==> config.mk <==
export PLATFORM = sky130hd
export DESIGN_NAME = scs_top
export DESIGN_NICKNAME = d
export VERILOG_FILES = /design/src/scs_pkg.sv /design/src/scs_tick.sv /design/src/scs_timer.sv /design/src/scs_top.sv
export SDC_FILE = /design/constraint.sdc
export NUM_CORES = 1
export LEC_CHECK = 0
export ABC_CLOCK_PERIOD_IN_PS = 2300
export BUFFER_PORTS_ARGS = -buffer_cell sky130_fd_sc_hd__buf_2
export CAP_MARGIN = 20
export CORE_ASPECT_RATIO = 1.2
export CORE_MARGIN = 3
export CORE_UTILIZATION = 50
export DETAILED_ROUTE_END_ITERATION = 6
export GPL_TIMING_DRIVEN = 0
export PLACE_DENSITY = 0.81
export SYNTH_ARGS = -nofsm -noshare
export SYNTH_HDL_FRONTEND = slang
export SYNTH_SLANG_ARGS = --single-unit
==> constraint.sdc <==
create_clock -name clk_i -period 2.3 [get_ports clk_i]
set_clock_uncertainty 0.15 [all_clocks]
set_input_delay 0 -clock clk_i [delete_from_list [all_inputs] [get_ports clk_i]]
set_output_delay 0 -clock clk_i [all_outputs]
set_load 0.005 [all_outputs]
==> src/scs_pkg.sv <==
// Summary of operation
// - Each winding change holds the power-stage gating off for a 50 to 10000 ms time, default 150 ms.
// - After the gate-off time the output current stays limited for 0 to 10000 ms, default 500 ms.
// - While limited the current is clamped to 0 to 120 percent, default 75, released at the end.
// - Exactly one of the two winding contactors is energised at any time.
// - External stop supervision runs only with supply type bit 0040 hex set and selector at 4.
// - External stop alone raises warning EA, with no stop state and no deceleration.
// - Without a drive stop in 30 s plus the extra delay, cutoff and alarm 6F assert together.
// - A drive stop inside the window turns EA into E7; a later cutoff command gives stop state.
// - Alarm policy 2 or 3 raises alarm 6F even when the drive stop came in time.
// - Once the drive stop is cancelled, ready-on is accepted but alarm 6F still follows at 30 s plus the extra delay.
// - When the supply cuts the contactor the drive applies no braking and the motor coasts.
// - A host stop command makes the drive decelerate.
package scs_pkg;

  // Timing
  localparam int CLK_PERIOD_NS = 25;
  localparam int MS_TICK_NS = 1000000;
  localparam int MS_TICK_CYCLES = MS_TICK_NS / CLK_PERIOD_NS;
  localparam int MS_PER_S = 1000;
  localparam int ESTOP_FIXED_S = 30;

  // Register byte offsets
  localparam logic [7:0] OFS_SUPPLY = 8'h00;
  localparam logic [7:0] OFS_GATE_MS = 8'h04;
  localparam logic [7:0] OFS_LIMIT_MS = 8'h08;
  localparam logic [7:0] OFS_LIMIT_LVL = 8'h0C;
  localparam logic [7:0] OFS_EXTRA_S = 8'h10;
  localparam logic [7:0] OFS_POLICY = 8'h14;
  localparam logic [7:0] OFS_STATE = 8'h18;
  localparam logic [7:0] OFS_IRQ_STAT = 8'h1C;
  localparam logic [7:0] OFS_IRQ_MASK = 8'h20;

  // Reset values and limits
  localparam logic [15:0] RST_SUPPLY = 16'h0000;
  localparam logic [13:0] RST_GATE_MS = 14'h0096;
  localparam logic [13:0] RST_LIMIT_MS = 14'h01F4;
  localparam logic [6:0] RST_LIMIT_LVL = 7'h4B;
  localparam logic [15:0] RST_EXTRA_S = 16'h0000;
  localparam logic [3:0] RST_POLICY = 4'h0;
  localparam logic [13:0] GATE_MS_MIN = 14'h0032;
  localparam logic [13:0] TIME_MS_MAX = 14'h2710;
  localparam logic [6:0] LIMIT_LVL_MAX = 7'h78;
  localparam logic [15:0] EXT_STOP_ENABLE_BIT = 16'h0040;
  localparam logic [3:0] EXT_STOP_SELECTOR = 4'h4;
  localparam logic [3:0] POLICY_ALWAYS_A = 4'h2;
  localparam logic [3:0] POLICY_ALWAYS_B = 4'h3;

  // Interrupt bit positions
  localparam int IRQ_W = 6;
  localparam int IRQ_SWITCH = 0;
  localparam int IRQ_LIMIT_END = 1;
  localparam int IRQ_WARN_EXT = 2;
  localparam int IRQ_WARN_STOP = 3;
  localparam int IRQ_ALARM = 4;
  localparam int IRQ_STOP_STATE = 5;

  typedef enum logic [2:0] {
    ES_IDLE = 3'b000,
    ES_EXT_WARN = 3'b001,
    ES_STOP_WARN = 3'b011,
    ES_STOP = 3'b010,
    ES_ALARM = 3'b110
  } scs_estop_state_t;

  typedef struct packed {
    logic [15:0] supply_type_setting;
    logic [13:0] winding_switch_gate_off_time;
    logic [13:0] post_switch_limit_duration;
    logic [6:0] post_switch_limit_level;
    logic [15:0] extra_estop_delay;
    logic [3:0] estop_alarm_policy;
  } scs_cfg_t;

endpackage

==> src/scs_tick.sv <==
module scs_tick #(
  parameter int DIV = 40000
) (
  // Clock and reset
  input wire logic clk_i,
  input wire logic rst_i,
  // Advance and tick
  input wire logic advance_i,
  output logic tick_o
);

  localparam int W = $clog2(DIV);

  initial begin
    if (DIV < 2) begin
      $error("scs_tick: DIV must be at least 2");
    end
  end

  logic [W-1:0] cnt_reg;
  wire at_end = (cnt_reg == W'(DIV - 1));

  always_ff @(posedge clk_i) begin
    if (rst_i) begin
      cnt_reg <= '0;
      tick_o <= 1'b0;
    end else begin
      tick_o <= advance_i & at_end;
      if (advance_i) begin
        cnt_reg <= at_end ? '0 : cnt_reg + W'(1);
      end
    end
  end

endmodule

==> src/scs_timer.sv <==
module scs_timer #(
  parameter int W = 14
) (
  // Clock and reset
  input wire logic clk_i,
  input wire logic rst_i,
  // Control
  input wire logic load_i,
  input wire logic [W-1:0] value_i,
  input wire logic tick_i,
  // Status
  output logic busy_o,
  output logic done_o
);

  initial begin
    if (W < 2) begin
      $error("scs_timer: W must be at least 2");
    end
  end

  logic [W-1:0] cnt_reg;
  wire last = tick_i & (cnt_reg == W'(1));

  // Loading zero cancels a running count without a done pulse
  always_ff @(posedge clk_i) begin
    if (rst_i) begin
      cnt_reg <= '0;
      done_o <= 1'b0;
    end else begin
      done_o <= last & ~load_i;
      if (load_i) begin
        cnt_reg <= value_i;
      end else if (tick_i && cnt_reg != '0) begin
        cnt_reg <= cnt_reg - W'(1);
      end
    end
  end

  assign busy_o = (cnt_reg != '0);

endmodule

==> src/scs_top.sv <==
module scs_top #(
  parameter int MS_CYCLES = scs_pkg::MS_TICK_CYCLES
) (
  // Clock and reset
  input wire logic clk_i,
  input wire logic rst_i,
  // APB slave
  input wire logic psel,
  input wire logic penable,
  input wire logic pwrite,
  input wire logic [7:0] paddr,
  input wire logic [31:0] pwdata,
  output logic [31:0] prdata,
  output logic pready,
  output logic pslverr,
  // Winding control
  input wire logic low_speed_winding_select_i,
  output logic gate_enable_o,
  output logic current_limit_active_o,
  output logic [6:0] current_limit_level_o,
  output logic low_winding_contactor_o,
  output logic second_winding_contactor_o,
  // Emergency stop
  input wire logic [3:0] supply_selector_i,
  input wire logic external_estop_input_i,
  input wire logic drive_estop_i,
  input wire logic contactor_shutoff_cmd_i,
  input wire logic alarm_reset_i,
  input wire logic ready_on_i,
  output logic contactor_cutoff_output_o,
  output logic decel_active_o,
  output logic ready_o,
  output logic warn_ext_o,
  output logic warn_stop_o,
  output logic alarm_supply_o,
  output logic estop_state_o,
  // Interrupt
  output logic irq_o
);

  initial begin
    if (MS_CYCLES < 2) begin
      $error("scs_top: MS_CYCLES must be at least 2");
    end
  end

  function automatic logic [13:0] clamp14(input logic [13:0] v,
                                           input logic [13:0] lo,
                                           input logic [13:0] hi);
    clamp14 = (v < lo) ? lo : ((v > hi) ? hi : v);
  endfunction

  // Configuration registers and APB decode
  scs_pkg::scs_cfg_t cfg_reg;
  logic [scs_pkg::IRQ_W-1:0] irq_stat_reg;
  logic [scs_pkg::IRQ_W-1:0] irq_mask_reg;
  logic [31:0] rdata_reg;

  wire setup = psel & ~penable;
  wire access = psel & penable;
  wire wr = access & pwrite;
  wire hit_supply = (paddr == scs_pkg::OFS_SUPPLY);
  wire hit_gate = (paddr == scs_pkg::OFS_GATE_MS);
  wire hit_limit = (paddr == scs_pkg::OFS_LIMIT_MS);
  wire hit_lvl = (paddr == scs_pkg::OFS_LIMIT_LVL);
  wire hit_extra = (paddr == scs_pkg::OFS_EXTRA_S);
  wire hit_policy = (paddr == scs_pkg::OFS_POLICY);
  wire hit_state = (paddr == scs_pkg::OFS_STATE);
  wire hit_istat = (paddr == scs_pkg::OFS_IRQ_STAT);
  wire hit_imask = (paddr == scs_pkg::OFS_IRQ_MASK);
  wire mapped = hit_supply | hit_gate | hit_limit | hit_lvl | hit_extra |
                hit_policy | hit_state | hit_istat | hit_imask;

  assign pready = 1'b1;
  assign pslverr = access & ~mapped;
  assign prdata = rdata_reg;

  // Winding switch sequencing
  logic sel_reg;
  logic gate_busy;
  logic gate_done;
  logic limit_busy;
  logic limit_done;
  logic ms_tick;
  logic s_tick;

  wire sel_change = (low_speed_winding_select_i != sel_reg);
  wire [13:0] gate_ms = clamp14(cfg_reg.winding_switch_gate_off_time,
                                scs_pkg::GATE_MS_MIN, scs_pkg::TIME_MS_MAX);
  wire [13:0] limit_ms = clamp14(cfg_reg.post_switch_limit_duration,
                                 14'h0000, scs_pkg::TIME_MS_MAX);
  wire [13:0] lvl_wide = clamp14({7'h00, cfg_reg.post_switch_limit_level},
                                 14'h0000, {7'h00, scs_pkg::LIMIT_LVL_MAX});
  // A select edge during the limit period restarts gate-off and drops limit
  wire limit_load = sel_change | gate_done;
  wire [13:0] limit_value = sel_change ? 14'h0000 : limit_ms;

  scs_tick #(
    .DIV(MS_CYCLES)
  ) u_ms_tick (
    .clk_i(clk_i),
    .rst_i(rst_i),
    .advance_i(1'b1),
    .tick_o(ms_tick)
  );

  scs_tick #(
    .DIV(scs_pkg::MS_PER_S)
  ) u_s_tick (
    .clk_i(clk_i),
    .rst_i(rst_i),
    .advance_i(ms_tick),
    .tick_o(s_tick)
  );

  scs_timer #(
    .W(14)
  ) u_gate_timer (
    .clk_i(clk_i),
    .rst_i(rst_i),
    .load_i(sel_change),
    .value_i(gate_ms),
    .tick_i(ms_tick),
    .busy_o(gate_busy),
    .done_o(gate_done)
  );

  scs_timer #(
    .W(14)
  ) u_limit_timer (
    .clk_i(clk_i),
    .rst_i(rst_i),
    .load_i(limit_load),
    .value_i(limit_value),
    .tick_i(ms_tick),
    .busy_o(limit_busy),
    .done_o(limit_done)
  );

  always_ff @(posedge clk_i) begin
    if (rst_i) begin
      sel_reg <= 1'b0;
      gate_enable_o <= 1'b0;
      current_limit_active_o <= 1'b0;
      current_limit_level_o <= '0;
      low_winding_contactor_o <= 1'b0;
      second_winding_contactor_o <= 1'b1;
    end else begin
      sel_reg <= low_speed_winding_select_i;
      gate_enable_o <= ~(sel_change | gate_busy);
      current_limit_active_o <= limit_busy & ~sel_change;
      current_limit_level_o <= lvl_wide[6:0];
      // Contactors flip while gating is off, one always energised
      low_winding_contactor_o <= low_speed_winding_select_i;
      second_winding_contactor_o <= ~low_speed_winding_select_i;
    end
  end

  // External emergency stop supervision
  scs_pkg::scs_estop_state_t es_reg;
  scs_pkg::scs_estop_state_t es_next;
  logic stop_cancelled_reg;
  logic es_busy;
  logic es_done;

  wire sup_on = ((cfg_reg.supply_type_setting &
                  scs_pkg::EXT_STOP_ENABLE_BIT) != 16'h0000) &&
                (supply_selector_i == scs_pkg::EXT_STOP_SELECTOR);
  wire ext_active = sup_on & external_estop_input_i;
  wire policy_alarm = (cfg_reg.estop_alarm_policy ==
                       scs_pkg::POLICY_ALWAYS_A) ||
                      (cfg_reg.estop_alarm_policy ==
                       scs_pkg::POLICY_ALWAYS_B);
  wire es_start = ext_active & (es_reg == scs_pkg::ES_IDLE);
  wire [15:0] es_window = 16'(cfg_reg.extra_estop_delay +
                              16'(scs_pkg::ESTOP_FIXED_S));

  scs_timer #(
    .W(16)
  ) u_estop_timer (
    .clk_i(clk_i),
    .rst_i(rst_i),
    .load_i(es_start),
    .value_i(es_window),
    .tick_i(s_tick),
    .busy_o(es_busy),
    .done_o(es_done)
  );

  always_comb begin
    es_next = es_reg;
    unique case (es_reg)
      scs_pkg::ES_IDLE: begin
        if (ext_active) begin
          es_next = drive_estop_i ? scs_pkg::ES_STOP_WARN
                                  : scs_pkg::ES_EXT_WARN;
        end
      end
      scs_pkg::ES_EXT_WARN: begin
        if (!ext_active) begin
          es_next = scs_pkg::ES_IDLE;
        end else if (es_done) begin
          es_next = scs_pkg::ES_ALARM;
        end else if (drive_estop_i) begin
          es_next = scs_pkg::ES_STOP_WARN;
        end
      end
      scs_pkg::ES_STOP_WARN: begin
        if (es_done && (policy_alarm || stop_cancelled_reg)) begin
          es_next = scs_pkg::ES_ALARM;
        end else if (!sup_on || (!ext_active && !drive_estop_i)) begin
          // Supervision switched off or both stop inputs released: E7 is a supervision warning, drop it
          es_next = scs_pkg::ES_IDLE;
        end else if (contactor_shutoff_cmd_i && drive_estop_i) begin
          es_next = scs_pkg::ES_STOP;
        end
      end
      scs_pkg::ES_STOP: begin
        if (es_done && policy_alarm) begin
          es_next = scs_pkg::ES_ALARM;
        end else if (!drive_estop_i) begin
          es_next = ext_active ? scs_pkg::ES_STOP_WARN : scs_pkg::ES_IDLE;
        end
      end
      scs_pkg::ES_ALARM: begin
        if (alarm_reset_i && !ext_active) begin
          es_next = scs_pkg::ES_IDLE;
        end
      end
      default: es_next = scs_pkg::ES_IDLE;
    endcase
  end

  wire in_alarm = (es_next == scs_pkg::ES_ALARM);
  wire in_stop = (es_next == scs_pkg::ES_STOP);

  always_ff @(posedge clk_i) begin
    if (rst_i) begin
      es_reg <= scs_pkg::ES_IDLE;
      stop_cancelled_reg <= 1'b0;
      contactor_cutoff_output_o <= 1'b0;
      decel_active_o <= 1'b0;
      ready_o <= 1'b0;
      warn_ext_o <= 1'b0;
      warn_stop_o <= 1'b0;
      alarm_supply_o <= 1'b0;
      estop_state_o <= 1'b0;
    end else begin
      es_reg <= es_next;
      // Remembers a stop that came and went inside the window
      if (es_next == scs_pkg::ES_IDLE || es_next == scs_pkg::ES_EXT_WARN) begin
        stop_cancelled_reg <= 1'b0;
      end else if (!drive_estop_i) begin
        stop_cancelled_reg <= 1'b1;
      end
      contactor_cutoff_output_o <= in_alarm;
      alarm_supply_o <= in_alarm;
      // Supply cut the contactor: no braking, the motor coasts
      decel_active_o <= drive_estop_i & ~in_alarm;
      ready_o <= ready_on_i & ~drive_estop_i & ~in_alarm;
      warn_ext_o <= (es_next == scs_pkg::ES_EXT_WARN);
      warn_stop_o <= (es_next == scs_pkg::ES_STOP_WARN);
      estop_state_o <= in_stop |
                       (drive_estop_i & ~ext_active & ~in_alarm);
    end
  end

  // Interrupts: set wins over the read-clear of the same cycle
  wire [scs_pkg::IRQ_W-1:0] irq_events = {
    in_stop & (es_reg != scs_pkg::ES_STOP),
    in_alarm & (es_reg != scs_pkg::ES_ALARM),
    (es_next == scs_pkg::ES_STOP_WARN) & (es_reg != scs_pkg::ES_STOP_WARN),
    (es_next == scs_pkg::ES_EXT_WARN) & (es_reg != scs_pkg::ES_EXT_WARN),
    limit_done,
    sel_change
  };
  // Clear only what the setup cycle latched, so nothing unseen is lost
  wire [scs_pkg::IRQ_W-1:0] irq_clr =
    (access & ~pwrite & hit_istat) ? rdata_reg[scs_pkg::IRQ_W-1:0] : '0;

  always_ff @(posedge clk_i) begin
    if (rst_i) begin
      irq_stat_reg <= '0;
      irq_mask_reg <= '0;
      irq_o <= 1'b0;
    end else begin
      irq_stat_reg <= (irq_stat_reg & ~irq_clr) | irq_events;
      if (wr && hit_imask) begin
        irq_mask_reg <= pwdata[scs_pkg::IRQ_W-1:0];
      end
      irq_o <= |(((irq_stat_reg & ~irq_clr) | irq_events) & irq_mask_reg);
    end
  end

  // Register writes and read data capture
  wire [31:0] state_word = {
    23'h000000, es_reg, stop_cancelled_reg, limit_busy, gate_busy,
    sup_on, sel_reg, es_busy
  };
  wire [31:0] rd_mux =
    hit_supply ? {16'h0000, cfg_reg.supply_type_setting} :
    hit_gate ? {18'h00000, cfg_reg.winding_switch_gate_off_time} :
    hit_limit ? {18'h00000, cfg_reg.post_switch_limit_duration} :
    hit_lvl ? {25'h0000000, cfg_reg.post_switch_limit_level} :
    hit_extra ? {16'h0000, cfg_reg.extra_estop_delay} :
    hit_policy ? {28'h0000000, cfg_reg.estop_alarm_policy} :
    hit_state ? state_word :
    hit_istat ? {26'h0000000, irq_stat_reg} :
    hit_imask ? {26'h0000000, irq_mask_reg} : 32'h00000000;

  always_ff @(posedge clk_i) begin
    if (rst_i) begin
      cfg_reg.supply_type_setting <= scs_pkg::RST_SUPPLY;
      cfg_reg.winding_switch_gate_off_time <= scs_pkg::RST_GATE_MS;
      cfg_reg.post_switch_limit_duration <= scs_pkg::RST_LIMIT_MS;
      cfg_reg.post_switch_limit_level <= scs_pkg::RST_LIMIT_LVL;
      cfg_reg.extra_estop_delay <= scs_pkg::RST_EXTRA_S;
      cfg_reg.estop_alarm_policy <= scs_pkg::RST_POLICY;
      rdata_reg <= 32'h00000000;
    end else begin
      if (setup && !pwrite) begin
        rdata_reg <= rd_mux;
      end
      if (wr && hit_supply) begin
        cfg_reg.supply_type_setting <= pwdata[15:0];
      end
      if (wr && hit_gate) begin
        cfg_reg.winding_switch_gate_off_time <= pwdata[13:0];
      end
      if (wr && hit_limit) begin
        cfg_reg.post_switch_limit_duration <= pwdata[13:0];
      end
      if (wr && hit_lvl) begin
        cfg_reg.post_switch_limit_level <= pwdata[6:0];
      end
      if (wr && hit_extra) begin
        cfg_reg.extra_estop_delay <= pwdata[15:0];
      end
      if (wr && hit_policy) begin
        cfg_reg.estop_alarm_policy <= pwdata[3:0];
      end
    end
  end

endmodule

* After elaboration in Yosys (flattened, before gate mapping)
Index checks and enable logic that the tools add are counted.
** Word-level totals
- Register bits :: 212
- Input port bits :: 55
- Output and inout bits :: 53
- Logic and storage cells :: 199
** Operators by class
- Add/subtract/negate cells :: 6
- Magnitude comparators :: 5
- Equality and inequality tests :: 29
- Mux-type cells :: 36
- Bitwise logic cells :: 51
- Reductions and logical operators :: 38
** Operators with widths (number)
- $mux W14 :: 9
- $mux W16 :: 7
- $eq A8 B5 Y1 const B :: 4
- $mux W3 :: 10
- $eq A14 B1 Y1 const B :: 2
- $gt A14 B14 Y1 const B :: 2
- $reduce_bool A14 Y1 :: 2
- $sub A14 B1 Y14 const B :: 2
- $and A1 B1 Y1 :: 25
- $mux W6 :: 3
- $mux W9 :: 2
- $logic_and A1 B1 Y1 :: 17
- $add A16 B1 Y16 const B :: 1
- $add A16 B5 Y16 const B :: 1
- $eq A16 B1 Y1 const B :: 1
- $eq A16 B16 Y1 const B :: 1
- $eq A8 B4 Y1 const B :: 2
- $reduce_bool A16 Y1 :: 1
- $sub A16 B1 Y16 const B :: 1
- $pmux W3 S5 :: 1
- $lt A14 B1 Y1 const B :: 1
- $lt A14 B6 Y1 const B :: 1
- $and A6 B6 Y6 :: 2
- $eq A3 B2 Y1 const B :: 4
- 27 further kinds :: 63

* Logic depth before layout (Yosys ltp)
Gate-level depths: netlist of run 1.
- Depth after elaboration :: 14
- Gate-level depth with buffers :: 9

* Modules after synthesis
From an unflattened synthesis of run 1, not the netlist that was laid out.
** Second synthesis, totals
- Cells, all modules :: 1253
- Area total of the unflattened synthesis :: 10166.0 sq um
** Modules (own cells, without submodules)
- scs_top :: instances 1, cells an instance 758, area an instance 5904.4 sq um, sequential area each 2422.3 sq um
- scs_timer at u_gate_timer ... :: instances 2, cells an instance 112, area an instance 917.1 sq um, sequential area each 300.3 sq um
- scs_timer at u_estop_timer :: instances 1, cells an instance 132, area an instance 1077.3 sq um, sequential area each 340.3 sq um
- scs_tick at u_ms_tick :: instances 1, cells an instance 84, area an instance 855.8 sq um, sequential area each 340.3 sq um
- scs_tick at u_s_tick :: instances 1, cells an instance 55, area an instance 494.2 sq um, sequential area each 220.2 sq um

* Least setup slack after synthesis of run 1
Ideal clock, no wire load.
- Path kind :: flip-flop to flip-flop
- From :: reg u_gate_timer.cnt_reg[4]
- To :: reg u_gate_timer.cnt_reg[9]
- Arrival :: 2098 ps
- Data required time :: 2071 ps
- Path slack :: -27 ps
- Cell stages (with the launch flop) :: 7
- Clock period less this slack :: 2327 ps
- Path through :: dfxtp_1 or4_1 clkbuf_1 or4_4 o21a_4 a41o_1 a211oi_2
** Between the ends
- Word-level cells in the longest chain between the ends :: 3
- Elaborated cells between the ends (all ways) :: 6
- Classes of those cells :: add/sub: 1; mux: 2; reduce/logical: 3
** RTL lines
- start, declared :: RTL line scs_timer.sv:22 : logic [W-1:0] cnt_reg;
- start signal, assigned :: RTL line scs_timer.sv:33 : cnt_reg <= value_i;
- start signal, assigned :: RTL line scs_timer.sv:35 : cnt_reg <= cnt_reg - W'(1);
- $sub A14 B1 Y14 / $reduce_bool A14 Y1 (equally long branches) :: RTL line scs_timer.sv:35, scs_timer.sv:34
- $mux W14 / $logic_and A1 B1 Y1 (equally long branches) :: RTL line scs_timer.sv:34 : end else if (tick_i && cnt_reg != '0) begin
- $mux W14 / $reduce_bool A2 Y1 (equally long branches)
Several ways; a longest one is shown, not always the timed one. The select of a mux whose other input is x is not followed.
A chain may end at the register's enable or synchronous reset.

* Worst setup path after layout of run 1
- From :: reg u_gate_timer.cnt_reg[7]
- To :: reg u_gate_timer.cnt_reg[8]
Same word-level chain as after synthesis.

==> flow_summary.json, run 1 <==
{
  "gr-usage-all-layers_pct": 27.9,
  "critPathMaxFanout": 7,
  "fin_util_pct": 62.3,
  "critical_path.startpoint": "u_gate_timer.cnt_reg[7]",
  "numClockSinks": 196,
  "yosys-top-cells-area": "dfxtp_1 41%, nand2_1 7.9%, a21oi_1 5.4%",
  "synthDistinctLibCells": 79,
  "synth-async-reset-ratio_pct": 0,
  "path_depth": 6,
  "irDropWorstVdd_mv": 0.507,
  "largest_reg_flops": 71,
  "worst_slew_pin_slew_ps": 1020,
  "arrival_ps": 2490,
  "maxSlewViolCount": 0,
  "endpoint_kind": "flop",
  "crit_required_ps": 2440,
  "synthAdderAreaFrac_pct": 1.17,
  "start_util_pct": 51.8,
  "power_density_nw_per_um2": 654,
  "grt_max_degree": 18,
  "die_area_um2": 20900,
  "place.gp.congestion": 1.01,
  "r2r_cells": 6,
  "io_pins": 108,
  "status": "complete, but fails checks",
  "yosysWarnings": 0,
  "slew_headroom_pct": 32.0,
  "synth-simple-area-share_pct": 27.8,
  "portBuffers": 73,
  "nNetsFinal": 1418,
  "synth_edf_count": 0,
  "cp-endpoint": "u_gate_timer.cnt_reg[8]",
  "period_minus_slack_ps": 2350,
  "grt_pass1_wl_mm": 46.7,
  "synth_top_family_by_area": "simple AND/OR/NAND/NOR gates",
  "path_clk_slew_ps": 80,
  "whs_path_depth": 5,
  "grt_pass1_vias": 9210,
  "worst_slack_ps": -53.4,
  "synth_mux_area_share_pct": 0.848,
  "nFillCells": 1614,
  "reg2reg_from": "u_gate_timer.cnt_reg[7]",
  "rr_endpoint": "u_gate_timer.cnt_reg[8]",
  "ant_nets": 0,
  "via_count": 9800,
  "cts_made_buffers": 17,
  "fmax_mhz": 425,
  "grt-ovfl-total": 0,
  "core_area_um2": 18500,
  "crit_top_cell": "or4_4",
  "antenna_found_initial": 0,
  "path_cells": "or4_4, or4_4, o21ai_4, nand2_4, a21oi_2, a211oi_1",
  "row_count": 54,
  "cp_top_family": "simple AND/OR/NAND/NOR gates",
  "cp_slowest_stage_delay_ps": 550,
  "firstDrtPassIters": 6,
  "leakage_nw": 4.29,
  "fin_crit_sh_pct": 102,
  "worstHoldPathType": "in2reg",
  "vias_per_cell": 6.05,
  "synthesis.area_um2": 9590,
  "synth-seq-cells": 196,
  "path_buf_inv": 0,
  "instances_no_fill": 1619,
  "yosysSeqAreaShare_pct": 40.9,
  "synth_xor_xnor_area_share_pct": 4.84,
  "synth_top_area_share_pct": 40.9,
  "setup_viol": 12,
  "rsz0062_at_grt": "yes",
  "rrSetupSlack_ps": -50,
  "synth_compound_area_share_pct": 19.2,
  "startpoint_type": "flop",
  "die_x_um": 132,
  "placed_cells": 1555,
  "finalHoldViolCount": 0,
  "worst_hold_slack_ps": 32.9,
  "die_h_um": 158,
  "wl_per_cell_um": 18.4,
  "violations": "negative setup slack",
  "drc": 0,
  "syn_area_per_cell_um2": 7.89,
  "path_class": "reg2reg",
  "drv_cap": 0,
  "synth_flop_cell": "dfxtp_1",
  "synth_cells": 1215,
  "cts.htree.levels": 4,
  "syn2layout_area_growth_pct": 20.3,
  "diodes": 0,
  "drive_gt1_share_pct": 14.8,
  "yosysTopAreaCell": "dfxtp_1",
  "first_iter_violations": 1036,
  "fin_total_pwr_w": 0.00754,
  "root_buffer": "clkbuf_16",
  "cts_tree": "built",
  "cpMaxStageDelayCell": "or4_4",
  "clock_latency_ps": 450,
  "cts_max_path_buffers": 2,
  "drt_wl_total_mm": 29.8,
  "dp_hpwl_mm": 21.6
}
[synthesized netlist by cell type (all sizes together), types with 15 or more instances]
cell / instances
a21oi: 103
nand2: 202
a31oi: 16
clkbuf: 57
nand3: 41
nor4: 16
dfxtp: 196
nor2b: 15
nand3b: 17
o21ai: 24
nor2: 130
nand4: 16
xnor2: 25
inv: 25
buf: 29
nor3: 52
xor2: 28
a211oi: 33
[layout by cell type, fill, tap and decap left out, types with 7 or more instances in the layout]
master / n
nand3_1: 40
clkbuf_16: 17
buf_2: 79
inv_1: 25
nor2_1: 124
conb_1: 17
dfxtp_1: 189
a211oi_1: 31
nand2b_1: 8
xor2_1: 28
nor3_1: 48
a221oi_1: 13
a21oi_2: 7
xnor2_1: 25
clkbuf_1: 51
o21ai_0: 19
ha_1: 9
a21oi_1: 96
a31oi_1: 16
nand3b_1: 17
nor4_1: 10
nand2_1: 200
and3_1: 12
nor2b_1: 13
and2_1: 11
nand4_1: 16
buf_4: 23
a21o_1: 7
mux2i_1: 7
dlygate4sd3_1: 29
[layer usage]
metal  track usage, %  part of all wire (%)  vias up
li1                 -                     -     4586
met1             31.7                    38     4541
met2             47.5                    48      533
met3             6.01                   7.7      140
met4             18.4                   6.5        0
met5                0                     0        -
[cell families (layout without fill, tap and decap cells)]
logic type | after synthesis | after routing
AO/OA/AOI/OAI | 274 | 274
XOR/XNOR | 53 | 53
adder cells (fa/ha/maj) | 9 | 9
buffers and inverters | 111 | 248
flip-flops | 196 | 196
multiplexers | 8 | 8
other | 2 | 17
AND/OR/NAND/NOR | 562 | 562
[layout make-up]
cell class	count	area [um2]	share of cell area [%]
multi-input combinational	923	5460	47.4
buffer	82	388	3.36
sequential	196	3940	34.1
timing repair buffer	109	724	6.28
clock buffer	20	447	3.87
inverter	25	93.8	0.814
tap	252	315	2.73
clock inverter	12	168	1.45
[per-stage QoR]
step | area (um2) | TNS, ps | worst slack [ps]
after floorplan | 9670 | -24.0 | -9.92
after global placement | 10300 | -18890 | -399
after detailed placement | 10300 | -20060 | -386
after CTS | 11400 | -870 | -93.6
after global routing | 11500 | -1270 | -128
final | 11500 | -320 | -53.4
[how the worst min path moves through the flow]
stage / from / slack, ps / endpoint
2_1_floorplan: psel / -60 / pslverr
3_3_place_gp: ready_on_i / 90 / ready_o
3_5_place_dp: ready_on_i / 90 / ready_o
4_1_cts: paddr[4] / 40 / irq_mask_reg[0]
5_1_grt: paddr[2] / 70 / irq_mask_reg[0]
6_report: paddr[2] / 30 / irq_mask_reg[0]
[repair_timing]
item / 4_1_cts / 5_1_grt
hold buffers: 29 / 0
endpoints found under the hold margin: 101 / 0
setup endpoints to repair: 53 / 78
buffers inserted: 4 / 3
pin swaps: 20 / 14
resized for setup: 33 / 37
[tightest hold or removal path, cell delays in order]
cell     delay [ps]
buf_2           100
nor4_2           80
nand3_1         220
nand2_1          80
a21oi_1         110
[where the power goes]
| part | leakage (nW) | internal [W] | total (W) | switching, W |
|---|---|---|---|---|
| logic | 2.41 | 0.000336 | 0.000848 | 0.000512 |
| registers | 1.59 | 0.00346 | 0.00353 | 0.0000695 |
| clock network | 0.290 | 0.00177 | 0.00317 | 0.00140 |
No activity file was read; power rests on OpenSTA's default activity.
==> run 2: changes to the inputs <==
--- a/config.mk
+++ b/config.mk
@@ -9,11 +9,12 @@
 export BUFFER_PORTS_ARGS = -buffer_cell sky130_fd_sc_hd__buf_2
 export CAP_MARGIN = 20
 export CORE_ASPECT_RATIO = 1.2
-export CORE_MARGIN = 3
+export CORE_MARGIN = 8
 export CORE_UTILIZATION = 50
 export DETAILED_ROUTE_END_ITERATION = 6
 export GPL_TIMING_DRIVEN = 0
 export PLACE_DENSITY = 0.81
+export SKIP_CTS_REPAIR_TIMING = 1
 export SYNTH_ARGS = -nofsm -noshare
 export SYNTH_HDL_FRONTEND = slang
 export SYNTH_SLANG_ARGS = --single-unit
==> run 2 against run 1 <==
Critical endpoint is now u_gate_timer.cnt_reg[11]; non-clock buffer count decreased by 2; worst hold slack worse by 96 ps; power is 0.14% lower; the run ends with design-rule violations, negative hold slack, negative setup slack left.
==> flow_summary.json, run 2 (synthesis gave the netlist of run 1 again) <==
{
  "status": "complete, but fails checks",
  "violations": "design-rule violations, negative hold slack, negative setup slack",
  "crit_top_cell": "or4_4",
  "leakage_nw": 4.27,
  "path_clk_slew_ps": 80,
  "arrival_ps": 2560,
  "fin_total_pwr_w": 0.00753,
  "cellInternalPower_w": 0.00550,
  "fin_crit_sh_pct": 105,
  "via_count": 9691,
  "gr-usage-all-layers_pct": 24.5,
  "path_buf_inv": 1,
  "die_area_um2": 23900,
  "root_buffer": "clkbuf_16",
  "cts_made_buffers": 17,
  "die_x_um": 142,
  "vias_per_cell": 5.97,
  "cpMaxStageDelayCell": "or4_4",
  "numClockSinks": 196,
  "drv_cap": 0,
  "die_h_um": 168,
  "core_area_um2": 18900,
  "worstHoldPathType": "in2reg",
  "largest_reg_flops": 71,
  "p_comb_share_pct": 11.4,
  "worst_slew_pin_slew_ps": 944,
  "firstDrtPassIters": 7,
  "startpoint_type": "flop",
  "first_iter_violations": 1106,
  "ant_nets": 0,
  "drc": 7,
  "irDropWorstVdd_mv": 0.592,
  "power_frac_seq_pct": 46.8,
  "cp_top_family": "simple AND/OR/NAND/NOR gates",
  "finalHoldViolCount": 4,
  "critPathMaxFanout": 7,
  "grt-ovfl-total": 0,
  "dp_hpwl_mm": 22.0,
  "grt_pass1_wl_mm": 46.6,
  "grt_pass1_vias": 9142,
  "mostFrequentLayoutCell": "nand2_1",
  "path_cells": "or4_4, buf_6, or4_4, o21ai_4, nand2_4, a21oi_2, nor3_2",
  "swShare_pct": 27.0,
  "period_minus_slack_ps": 2430,
  "grt_max_degree": 19,
  "fmax_mhz": 412,
  "crit_required_ps": 2440,
  "p_sw_w": 0.00203,
  "start_util_pct": 50.9,
  "fin_tns_setup_ps": -1120,
  "path_class": "reg2reg",
  "slew_headroom_pct": 37.0,
  "drt_wl_total_mm": 30.3,
  "worst_slack_ps": -125,
  "row_count": 55,
  "cts_max_path_buffers": 2,
  "cp_slowest_stage_delay_ps": 520,
  "endpoint_kind": "flop",
  "final_cell_mix": "199 x nand2_1, 191 x dfxtp_1, 126 x nor2_1, 98 x a21oi_1, 78 x buf_2",
  "nNetsFinal": 1416,
  "maxSlewViolCount": 0,
  "io_pins": 108,
  "portBuffers": 73,
  "antenna_found_initial": 1,
  "pwr-share-clk_pct": 41.8,
  "wl_per_cell_um": 18.7,
  "syn2layout_area_growth_pct": 19.9,
  "place.gp.congestion": 0.972,
  "worst_hold_slack_ps": -63.2,
  "rsz0062_at_grt": "yes",
  "cts_tree": "built",
  "drive_gt1_share_pct": 14.7,
  "clock_latency_ps": 440,
  "setup_viol": 15,
  "power_density_nw_per_um2": 655,
  "cts.htree.levels": 4
}
[run 2: layer usage]
layer  part of all wire [%]  GRT usage [%]  wire, um  up-vias
li1                       -              -         -     4587
met1                     39           27.7     11700     4480
met2                     49           41.8     14800      506
met3                    6.6           4.72      2000      118
met4                    5.9           14.8      1770        0
met5                      0              0         0        -
[run 2: worst paths after layout]
| check | to | startpoint | depth (start not counted) | slack (ps) |
|---|---|---|---|---|
| worst max-delay path | u_gate_timer.cnt_reg[11] | u_gate_timer.cnt_reg[5] | 7 | -130 |
| worst min-delay path | irq_stat_reg[2] | contactor_shutoff_cmd_i | 6 | -60 |
| worst max register to register | u_gate_timer.cnt_reg[11] | u_gate_timer.cnt_reg[5] | 7 | -130 |
| worst min register to register | cfg_reg[68] | cfg_reg[68] | 2 | 310 |
[run 2: final cells by class]
type | instances | area (um2)
sequential | 196 | 3930
inverter | 25 | 93.8
antenna | 1 | 2.50
fill | 1639 | 7350
clock buffer | 19 | 453
multi-input combinational | 923 | 5450
tap | 256 | 320
buffer | 83 | 399
clock inverter | 13 | 161
timing repair buffer | 106 | 688
[run 2: through the flow]
step,worst slack [ps],instances,util [%],cell area [um2]
floorplan,-9.92,1230,-,9670
global placement,-372,1559,54.9,10400
detailed placement,-316,1559,54.9,10400
CTS,-351,1591,58.2,11000
global route,-195,1622,61.0,11500
finish,-125,1622,61.0,11500
[run 2: power by group through the flow]
stage	logic [W]	clock network (W)	registers, W
after floorplan	0.000469	0	0.00358
after global placement	0.000693	0	0.00359
after detailed placement	0.000707	0	0.00359
after CTS	0.000718	0.00314	0.00352
after global routing	0.000919	0.00330	0.00353
final	0.000856	0.00315	0.00352
[run 2: worst reg2reg max path, stage by stage (launching register included)]
cell and delay, ps:
dfxtp_2 340, or4_4 520, buf_6 130, or4_4 470, o21ai_4 280, nand2_4 160
a21oi_2 180, nor3_2 40
